## config.mk

```make
export PLATFORM = sky130hd
export DESIGN_NAME = csl_top
export DESIGN_NICKNAME = d
export VERILOG_FILES = /design/src/hw/csl_pkg.sv /design/src/hw/csl_sync.sv /design/src/hw/csl_flash_gen.sv /design/src/hw/csl_top.sv
export SDC_FILE = /design/constraint.sdc
export NUM_CORES = 1
export LEC_CHECK = 0
export BUFFER_PORTS_ARGS = -buffer_cell sky130_fd_sc_hd__buf_2
export CORE_UTILIZATION = 30
export CTS_BUF_LIST = sky130_fd_sc_hd__clkbuf_4 sky130_fd_sc_hd__clkbuf_8
export CTS_CLUSTER_SIZE = 20
export DETAILED_ROUTE_END_ITERATION = 10
export PLACE_DENSITY = 0.52
export SLEW_MARGIN = 10
export SYNTH_ARGS = -nofsm -noshare
export SYNTH_HDL_FRONTEND = slang
export SYNTH_HIERARCHICAL = 1
export SYNTH_SLANG_ARGS = --single-unit
```

## constraint.sdc

```tcl
create_clock -name clk -period 4.6 [get_ports clk]
set_input_delay 0.23 -clock clk [delete_from_list [all_inputs] [get_ports clk]]
set_output_delay 0.23 -clock clk [all_outputs]
set_load 0.02 [all_outputs]
```

## src/hw/csl_pkg.sv

```systemverilog
// Constants, register map and state type for the controller status LED block.
package csl_pkg;

    // ********************************************************************
    // Clock and flash timing
    // ********************************************************************
    localparam int CLK_PERIOD_NS = 20;
    localparam int TICK_PERIOD_NS = 50_000_000;
    localparam int TICK_CYCLES = TICK_PERIOD_NS / CLK_PERIOD_NS;
    localparam logic [4:0] PHASE_LAST = 5'h13;
    localparam logic [4:0] FLASH_PERIOD = 5'h0A;
    localparam logic [4:0] FLASH_ON = 5'h05;
    localparam logic [4:0] SINGLE_ON = 5'h02;
    localparam logic [4:0] TRIPLE_SPAN = 5'h0C;
    localparam int TRIPLE_BIT = 1;

    // ********************************************************************
    // Register map
    // ********************************************************************
    localparam int ADDR_W = 4;
    localparam logic [3:0] OFF_CTRL = 4'h0;
    localparam logic [3:0] OFF_CMD = 4'h4;
    localparam logic [3:0] OFF_STATUS = 4'h8;
    localparam int CTRL_U0_GREEN = 0;
    localparam int CTRL_U0_RED = 1;
    localparam int CTRL_U1_GREEN = 2;
    localparam int CTRL_U1_RED = 3;
    localparam int CTRL_IDENT = 4;
    localparam int CTRL_W = 5;
    localparam logic [4:0] CTRL_RESET = 5'h00;
    localparam int CMD_RUN = 0;
    localparam int CMD_STOP = 1;
    localparam int CMD_RESTART = 2;
    localparam int STAT_STATE_LSB = 0;
    localparam int STAT_COMM_LSB = 4;
    localparam int STAT_EXEC_LSB = 6;
    localparam int STAT_BATT = 8;
    localparam int STAT_PWR_LSB = 9;
    localparam logic [1:0] RESP_OKAY = 2'h0;
    localparam logic [1:0] RESP_SLVERR = 2'h2;

    // ********************************************************************
    // Permission codes and controller states
    // ********************************************************************
    localparam logic [1:0] PERM_NO = 2'h0;
    localparam logic [1:0] PERM_RESTRICTED = 2'h1;
    localparam logic [1:0] PERM_YES = 2'h2;

    typedef enum logic [3:0] {
        ST_BOOT,
        ST_BAD_FW,
        ST_EMPTY,
        ST_RUN,
        ST_STOP,
        ST_HALT,
        ST_REBOOT,
        ST_SYS_HALT
    } csl_state_t;

endpackage : csl_pkg

```

## src/hw/csl_sync.sv

```systemverilog
// Two-flop synchroniser for level inputs arriving from pins.
module csl_sync #(
    parameter int WIDTH = 4
) (
    input wire logic clk,
    input wire logic rst_b,
    input wire logic [WIDTH-1:0] async_in,
    output logic [WIDTH-1:0] sync_out
);

    logic [WIDTH-1:0] meta_q;

    always_ff @(posedge clk or negedge rst_b)
    begin
        if (!rst_b)
        begin
            meta_q <= '0;
            sync_out <= '0;
        end
        else
        begin
            meta_q <= async_in;
            sync_out <= meta_q;
        end
    end

endmodule : csl_sync

```

## src/hw/csl_flash_gen.sv

```systemverilog
// Tick divider and repeating flash pattern generator.
module csl_flash_gen #(
    parameter int TICK_CYCLES = csl_pkg::TICK_CYCLES
) (
    input wire logic clk,
    input wire logic rst_b,
    output logic flash_q,
    output logic single_q,
    output logic triple_q,
    output logic rapid_q
);

    logic [31:0] div_q;
    logic [4:0] phase_q;
    logic [4:0] mod_phase;
    wire tick = (div_q == 32'(TICK_CYCLES - 1));

    // ********************************************************************
    // One frame is twenty ticks; single and triple repeat once per frame, flash twice per frame, rapid every two ticks.
    // ********************************************************************
    assign mod_phase = (phase_q >= csl_pkg::FLASH_PERIOD) ?
        5'(phase_q - csl_pkg::FLASH_PERIOD) : phase_q;

    always_ff @(posedge clk or negedge rst_b)
    begin
        if (!rst_b)
        begin
            div_q <= 32'h0;
            phase_q <= 5'h00;
        end
        else
        begin
            div_q <= tick ? 32'h0 : div_q + 32'h1;
            if (tick)
            begin
                phase_q <= (phase_q == csl_pkg::PHASE_LAST) ? 5'h00 : phase_q + 5'h01;
            end
        end
    end

    always_ff @(posedge clk or negedge rst_b)
    begin
        if (!rst_b)
        begin
            flash_q <= 1'b0;
            single_q <= 1'b0;
            triple_q <= 1'b0;
            rapid_q <= 1'b0;
        end
        else
        begin
            flash_q <= mod_phase < csl_pkg::FLASH_ON;
            single_q <= phase_q < csl_pkg::SINGLE_ON;
            triple_q <= (phase_q < csl_pkg::TRIPLE_SPAN) && !phase_q[csl_pkg::TRIPLE_BIT];
            rapid_q <= phase_q[0];
        end
    end

endmodule : csl_flash_gen

```

## src/hw/csl_top.sv

```systemverilog
// Controller status LED block: state tracking, LED patterns and AXI4-Lite registers.
//
// Summary of operation
// - While booting the status LED alternates green and red, with no communication or execution.
// - Leaving boot, firmware and application validity are checked to pick the next state.
// - Invalid firmware flashes red, restricts communication and forbids execution.
// - Bad application or hardware fault gives the empty state: single green flash, talk, no run.
// - Running without a breakpoint or an external or boot-project fault holds the status LED steady green with communication and execution allowed.
// - A stopped valid application flashes green, restricts communication, does not execute.
// - An application error stops execution, enters halt and shows a single red flash.
// - Rebooting after a hardware fault flashes red rapidly, allows talk, does not execute.
// - Halt after a system error shows steady red and blocks communication and execution.
// - Running with an external or boot-project fault shows green with a single red flash.
// - Stopped with an external fault shows flashing green with a single red flash.
// - Outside identification the battery LED is red exactly while the clock battery needs replacement.
// - The two application LEDs follow only the values written by the user application.
// - An identification request flashes the status LED and the battery LED.
// - Each of the three supply inputs lights its own green LED while present.
//
// The AXI4-Lite slave port and the address map are this design's own decisions.
module csl_top #(
    parameter int TICK_CYCLES = csl_pkg::TICK_CYCLES
) (
    input wire logic clk,
    input wire logic rst_b,
    input wire logic boot_done,
    input wire logic fw_valid,
    input wire logic app_valid,
    input wire logic hw_error,
    input wire logic app_error,
    input wire logic sys_error,
    input wire logic ext_error,
    input wire logic boot_proj_bad,
    input wire logic breakpoint_set,
    input wire logic battery_low,
    input wire logic power_main,
    input wire logic power_expert,
    input wire logic power_io,
    input wire logic s_axi_awvalid,
    output logic s_axi_awready,
    input wire logic [3:0] s_axi_awaddr,
    input wire logic s_axi_wvalid,
    output logic s_axi_wready,
    input wire logic [31:0] s_axi_wdata,
    input wire logic [3:0] s_axi_wstrb,
    output logic s_axi_bvalid,
    input wire logic s_axi_bready,
    output logic [1:0] s_axi_bresp,
    input wire logic s_axi_arvalid,
    output logic s_axi_arready,
    input wire logic [3:0] s_axi_araddr,
    output logic s_axi_rvalid,
    input wire logic s_axi_rready,
    output logic [31:0] s_axi_rdata,
    output logic [1:0] s_axi_rresp,
    output logic module_status_led_green,
    output logic module_status_led_red,
    output logic battery_led_red,
    output logic user_led_zero_green,
    output logic user_led_zero_red,
    output logic user_led_one_green,
    output logic user_led_one_red,
    output logic power_main_led,
    output logic power_expert_led,
    output logic power_io_led,
    output logic [1:0] comm_perm,
    output logic [1:0] exec_perm
);

    // ********************************************************************
    // Pin synchronisers and pattern source
    // ********************************************************************
    logic [3:0] pins_s;
    logic flash, single, triple, rapid;

    csl_sync #(.WIDTH(4)) u_sync (
        .clk(clk),
        .rst_b(rst_b),
        .async_in({power_io, power_expert, power_main, battery_low}),
        .sync_out(pins_s)
    );

    csl_flash_gen #(.TICK_CYCLES(TICK_CYCLES)) u_flash (
        .clk(clk),
        .rst_b(rst_b),
        .flash_q(flash),
        .single_q(single),
        .triple_q(triple),
        .rapid_q(rapid)
    );

    // ********************************************************************
    // AXI4-Lite slave
    // ********************************************************************
    logic aw_full_q, w_full_q;
    logic [3:0] aw_addr_q;
    logic [31:0] w_data_q;
    logic [3:0] w_strb_q;
    logic [4:0] ctrl_q;
    csl_pkg::csl_state_t st_q, st_d;

    wire aw_take = s_axi_awvalid && s_axi_awready;
    wire w_take = s_axi_wvalid && s_axi_wready;
    wire do_write = aw_full_q && w_full_q && !s_axi_bvalid;
    wire wr_ctrl = do_write && (aw_addr_q == csl_pkg::OFF_CTRL) && w_strb_q[0];
    wire wr_cmd = do_write && (aw_addr_q == csl_pkg::OFF_CMD) && w_strb_q[0];
    wire wr_known = (aw_addr_q == csl_pkg::OFF_CTRL) || (aw_addr_q == csl_pkg::OFF_CMD);
    wire cmd_run = wr_cmd && w_data_q[csl_pkg::CMD_RUN];
    wire cmd_stop = wr_cmd && w_data_q[csl_pkg::CMD_STOP];
    wire cmd_restart = wr_cmd && w_data_q[csl_pkg::CMD_RESTART];
    wire ar_take = s_axi_arvalid && s_axi_arready;
    wire [31:0] status_word = {20'h0, pins_s[3:1], pins_s[0], exec_perm, comm_perm, st_q};
    wire rd_known = (s_axi_araddr == csl_pkg::OFF_CTRL) || (s_axi_araddr == csl_pkg::OFF_STATUS);
    wire [31:0] rd_word = (s_axi_araddr == csl_pkg::OFF_CTRL) ? {27'h0, ctrl_q} :
        (s_axi_araddr == csl_pkg::OFF_STATUS) ? status_word : 32'h0;

    always_ff @(posedge clk or negedge rst_b)
    begin
        if (!rst_b)
        begin
            aw_full_q <= 1'b0;
            w_full_q <= 1'b0;
            aw_addr_q <= 4'h0;
            w_data_q <= 32'h0;
            w_strb_q <= 4'h0;
            s_axi_awready <= 1'b1;
            s_axi_wready <= 1'b1;
            s_axi_bvalid <= 1'b0;
            s_axi_bresp <= csl_pkg::RESP_OKAY;
        end
        else
        begin
            if (aw_take)
            begin
                aw_full_q <= 1'b1;
                aw_addr_q <= s_axi_awaddr;
                s_axi_awready <= 1'b0;
            end
            if (w_take)
            begin
                w_full_q <= 1'b1;
                w_data_q <= s_axi_wdata;
                w_strb_q <= s_axi_wstrb;
                s_axi_wready <= 1'b0;
            end
            if (do_write)
            begin
                s_axi_bvalid <= 1'b1;
                s_axi_bresp <= wr_known ? csl_pkg::RESP_OKAY : csl_pkg::RESP_SLVERR;
            end
            else if (s_axi_bvalid && s_axi_bready)
            begin
                s_axi_bvalid <= 1'b0;
                aw_full_q <= 1'b0;
                w_full_q <= 1'b0;
                s_axi_awready <= 1'b1;
                s_axi_wready <= 1'b1;
            end
        end
    end

    always_ff @(posedge clk or negedge rst_b)
    begin
        if (!rst_b)
        begin
            s_axi_arready <= 1'b1;
            s_axi_rvalid <= 1'b0;
            s_axi_rdata <= 32'h0;
            s_axi_rresp <= csl_pkg::RESP_OKAY;
        end
        else if (ar_take)
        begin
            s_axi_arready <= 1'b0;
            s_axi_rvalid <= 1'b1;
            s_axi_rdata <= rd_word;
            s_axi_rresp <= rd_known ? csl_pkg::RESP_OKAY : csl_pkg::RESP_SLVERR;
        end
        else if (s_axi_rvalid && s_axi_rready)
        begin
            s_axi_rvalid <= 1'b0;
            s_axi_arready <= 1'b1;
        end
    end

    always_ff @(posedge clk or negedge rst_b)
    begin
        if (!rst_b)
        begin
            ctrl_q <= csl_pkg::CTRL_RESET;
        end
        else if (wr_ctrl)
        begin
            ctrl_q <= w_data_q[csl_pkg::CTRL_W-1:0];
        end
    end

    // ********************************************************************
    // Controller state
    // ********************************************************************
    always_comb
    begin
        st_d = st_q;
        case (st_q)
            csl_pkg::ST_BOOT:
            begin
                if (boot_done)
                begin
                    if (!fw_valid)
                        st_d = csl_pkg::ST_BAD_FW;
                    else if (!app_valid || hw_error)
                        st_d = csl_pkg::ST_EMPTY;
                    else
                        st_d = csl_pkg::ST_STOP;
                end
            end
            csl_pkg::ST_RUN:
            begin
                if (sys_error)
                    st_d = csl_pkg::ST_SYS_HALT;
                else if (hw_error)
                    st_d = csl_pkg::ST_REBOOT;
                else if (app_error)
                    st_d = csl_pkg::ST_HALT;
                else if (cmd_stop)
                    st_d = csl_pkg::ST_STOP;
            end
            csl_pkg::ST_STOP:
            begin
                if (sys_error)
                    st_d = csl_pkg::ST_SYS_HALT;
                else if (hw_error)
                    st_d = csl_pkg::ST_REBOOT;
                else if (cmd_run)
                    st_d = csl_pkg::ST_RUN;
            end
            csl_pkg::ST_HALT:
            begin
                if (sys_error)
                    st_d = csl_pkg::ST_SYS_HALT;
                else if (cmd_restart)
                    st_d = csl_pkg::ST_BOOT;
                else if (cmd_stop)
                    st_d = csl_pkg::ST_STOP;
            end
            csl_pkg::ST_BAD_FW, csl_pkg::ST_EMPTY, csl_pkg::ST_REBOOT, csl_pkg::ST_SYS_HALT:
            begin
                if (cmd_restart)
                    st_d = csl_pkg::ST_BOOT;
            end
            default:
                st_d = csl_pkg::ST_BOOT;
        endcase
    end

    always_ff @(posedge clk or negedge rst_b)
    begin
        if (!rst_b)
            st_q <= csl_pkg::ST_BOOT;
        else
            st_q <= st_d;
    end

    // ********************************************************************
    // Status LED colour and permissions
    // ********************************************************************
    // Green is dropped while the red flash shows, since one bicolour LED cannot show both.
    logic msl_g, msl_r;
    logic [1:0] comm_d, exec_d;
    wire ext_fault = ext_error || boot_proj_bad;
    wire ident = ctrl_q[csl_pkg::CTRL_IDENT];

    always_comb
    begin
        msl_g = 1'b0;
        msl_r = 1'b0;
        comm_d = csl_pkg::PERM_YES;
        exec_d = csl_pkg::PERM_NO;
        case (st_q)
            csl_pkg::ST_BOOT:
            begin
                msl_g = flash;
                msl_r = !flash;
                comm_d = csl_pkg::PERM_NO;
            end
            csl_pkg::ST_BAD_FW:
            begin
                msl_r = flash;
                comm_d = csl_pkg::PERM_RESTRICTED;
            end
            csl_pkg::ST_EMPTY:
                msl_g = single;
            csl_pkg::ST_RUN:
            begin
                exec_d = csl_pkg::PERM_YES;
                if (breakpoint_set)
                begin
                    msl_g = triple;
                    exec_d = csl_pkg::PERM_RESTRICTED;
                end
                else if (ext_fault)
                begin
                    msl_r = single;
                    msl_g = !single;
                end
                else
                begin
                    msl_g = 1'b1;
                end
            end
            csl_pkg::ST_STOP:
            begin
                comm_d = csl_pkg::PERM_RESTRICTED;
                msl_r = ext_error && single;
                msl_g = flash && !(ext_error && single);
            end
            csl_pkg::ST_HALT:
                msl_r = single;
            csl_pkg::ST_REBOOT:
                msl_r = rapid;
            csl_pkg::ST_SYS_HALT:
            begin
                msl_r = 1'b1;
                comm_d = csl_pkg::PERM_NO;
            end
            default:
                comm_d = csl_pkg::PERM_NO;
        endcase
    end

    always_ff @(posedge clk or negedge rst_b)
    begin
        if (!rst_b)
        begin
            module_status_led_green <= 1'b0;
            module_status_led_red <= 1'b0;
            battery_led_red <= 1'b0;
            comm_perm <= csl_pkg::PERM_NO;
            exec_perm <= csl_pkg::PERM_NO;
        end
        else
        begin
            module_status_led_green <= ident ? flash : msl_g;
            module_status_led_red <= ident ? !flash : msl_r;
            battery_led_red <= ident ? flash : pins_s[0];
            comm_perm <= comm_d;
            exec_perm <= exec_d;
        end
    end

    always_ff @(posedge clk or negedge rst_b)
    begin
        if (!rst_b)
        begin
            user_led_zero_green <= 1'b0;
            user_led_zero_red <= 1'b0;
            user_led_one_green <= 1'b0;
            user_led_one_red <= 1'b0;
            power_main_led <= 1'b0;
            power_expert_led <= 1'b0;
            power_io_led <= 1'b0;
        end
        else
        begin
            user_led_zero_green <= ctrl_q[csl_pkg::CTRL_U0_GREEN];
            user_led_zero_red <= ctrl_q[csl_pkg::CTRL_U0_RED];
            user_led_one_green <= ctrl_q[csl_pkg::CTRL_U1_GREEN];
            user_led_one_red <= ctrl_q[csl_pkg::CTRL_U1_RED];
            power_main_led <= pins_s[1];
            power_expert_led <= pins_s[2];
            power_io_led <= pins_s[3];
        end
    end
endmodule : csl_top

```

==> out/qor.yml <==
run_status: "finished, final reports clean"
grtUsageTotal_pct: 12.22
r2r_slack_ps: 2260
path_cells: "ha_1 -> nand4_2 -> nor4_1 -> and2_1 -> mux2_1"
max_freq_ghz: 0.4266
fin_setup_tns_ps: 0
yosysWarningCount: 6
overflow: 0
portBuffers: 66
ys_seq_area_share_pct: 54.06
htreeDepth: 3
finalCritPeriodShare_pct: 50.95
place.gp.congestion: 0.7824
total_power_uw: 2320
die_x_um: 128.2
setup_ws_ps: 2256
synth-edff-count: 0
path_buf_inv: 0
yosysMostFrequentCell: "dfrtp_1"
arrival_ps: 2620
post-place-ws_ps: 2230
worstPathMaxFanout: 12
vdd_ir_drop_max_v: 0.0001513
yosys.area.top_type: "dfrtp_1"
fp.dieArea_um2: 16420
grt_start_max_net_pins: 61
core_um2: 15370
yosys-top-cells-count: "dfrtp_1, nand2_1, nor2_1"
pwr-share-comb_pct: 21.6
syn_area_per_cell_um2: 11.31
drt_pass1_iterations: 4
grt_antenna_before_repair: 0
first_iter_violations: 119
initial_core_util_pct: 31.06
crit_type: "register to register"
regToRegStartpoint: "u_flash/div_q[0]"
worst_pin_slew_ps: 770.3
ys_ff_latch: 103
p_sw_uw: 764.4
seq_power_share_pct: 51.6
post-dp-hpwl_mm: 6.885
cts-resized-gates: 0
min_path_type: "input pin to register"
synth.area.top_cells: "dfrtp_1, mux2_2, xnor2_1"
clk_pin_slew_ps: 110
finalSetupViolations: 0
finalClockSkew_ps: 14.95
cts-root-buf: "clkbuf_8"
clock_path_buffers: 2
io_pins: 119
grt_pass1_wl_mm: 15.90
vias_per_cell: 4.606
p_clk_share_pct: 26.7
clock_latency_ps: 370
fin_nets: 562
cpPeakStageDelay_ps: 510
switching_share_pct: 32.95
totalWireLength_mm: 9.507
hold_depth: 2
p_int_uw: 1555
hold_start: "s_axi_wvalid"
syn-cell-area_um2: 4775
end_kind: "register"
synth-main-ff-cell: "dfrtp_1"
power_density_nw_per_um2: 420.2
rsz0062_at_grt: "false"
power.leakage_uw: 0.002601
critical_path.slowest_cell: "and2_1"
vias: 3270
areaGrowthSynthToFinish_pct: 15.62
layout.cells.non_filler: 710
nFillCells: 1557
synthDistinctLibCells: 68
ant_nets: 0
slew_violations: 0
num_antenna_cells: 0
drive_gt1_share_pct: 23.85
synthCells: 422
fp.dieH_um: 128.2
cts_buffers: 9
cts_tree: "yes"
dp.cells: 688
worst_setup_path_start_kind: "register"
crit_family: "simple AND/OR/NAND/NOR gates"
drc: 0
ff2ff_path_depth: 5
wl_per_cell_um: 13.39
grt_pass1_vias: 3263
whs_endpoint: "s_axi_wready"
period_minus_slack_ps: 2344
netlist.area_leader.share_pct: 52.41
synth-async-reset-ratio_pct: 100.0
slew_headroom_pct: 48.64
cp.required_ps: 4870
row_count: 45
finalHoldViolCount: 0
timing.rr.end: "u_flash/phase_q[0]"
cts_sinks: 103
cap_violations: 0
fin_hold_ws_ps: 45.80
## worst register-to-register path, cell delays in order, from the launching register on
cell and delay [ps]:
dfrtp_1 400, ha_1 250, nand4_2 270, nor4_1 460, and2_1 510, mux2_1 360
## flip-flops by register name, summed over array words and instances (netlist names), 2 cells and up
| signal | cells |
|---|---|
| exec_perm | 2 |
| u_flash/div_q | 32 |
| ctrl_q | 5 |
| comm_perm | 2 |
| st_q | 4 |
| aw_addr_q | 4 |
| u_flash/phase_q | 5 |
| u_sync/meta_q | 4 |
| w_data_q | 5 |
| s_axi_rdata | 12 |
| u_sync/sync_out | 4 |
## stage by stage
stage / area, um^2 / utilization, %
after floorplan: 4857 / -
after global placement: 5239 / 34.08
after detailed placement: 5239 / 34.08
after CTS: 5520 / 35.91
after global routing: 5520 / 35.91
final: 5520 / 35.91
## per-layer routing
layer  wire length (um)  track usage, %  share of wire [%]  up-vias
li1                   -               -                  -     1595
met1               4436           15.47                 47     1600
met2               4515           20.36                 47       66
met3                445           3.255                4.7        9
met4                110           3.668                1.2        0
met5                  0               0                  0        -
## cell type report
class                           instances  area (um^2)  share of cell area (%)
Clock buffer                            9        123.9                   2.244
Clock inverter                          7        97.59                   1.768
Inverter                               13        48.80                  0.8840
Multi-Input combinational cell        294         2004                   36.31
Sequential cell                       103         2581                   46.76
Tap cell                              211        264.0                   4.782
Timing Repair Buffer                   73        400.4                   7.253
## power groups by stage
stage | logic, uW | registers [uW] | clock network, uW
2_1_floorplan | 318 | 1240 | 0
3_3_place_gp | 495 | 1220 | 0
3_5_place_dp | 502 | 1220 | 0
4_1_cts | 509 | 1200 | 652
5_1_grt | 552 | 1220 | 681
6_report | 501 | 1200 | 620
## cell usage in the layout (no fill, tap or decap), types with 10 or more instances in the layout
cell type  count
inv_1         13
mux2_2        18
buf_2         65
conb_1        23
o21ai_0       12
nand4_1       10
nand3_1       22
xor2_1        12
xnor2_1       20
nor2_1        28
nand2_1       28
dfrtp_1      100
## worst max path at each step
stage / start / end / slack [ps] / cells past startpoint
detailed placement: u_flash/div_q[0] / u_flash/phase_q[0] / 2230 / 5
finish: u_flash/div_q[0] / u_flash/phase_q[0] / 2260 / 5
global placement: u_flash/div_q[0] / u_flash/phase_q[0] / 2290 / 5
floorplan: u_flash/div_q[0] / u_flash/phase_q[2] / 2670 / 5
global route: u_flash/div_q[0] / u_flash/phase_q[0] / 2030 / 5
CTS: u_flash/div_q[0] / u_flash/phase_q[0] / 2220 / 5
## cells by family (layout without fill, tap and decap cells)
group           Yosys count  in the layout  synth area share (%)
xor+xnor                 32             32                 5.870
fa+ha+maj                 4              4                 1.048
buf+inv                  47            102                 5.687
compound gates           60             60                 8.779
mux                      30             30                 6.866
other cells               1             23               0.07854
flops                   103            103                 54.06
simple gates            145            145                 17.61
## what timing repair did
item | CTS | global route
hold endpoints to repair | 63 | 0
setup endpoints to repair | 0 | 0
hold buffers | 6 | 0
buffers inserted | 0 | 0
Note: power is estimated with default switching activity, not from simulation.
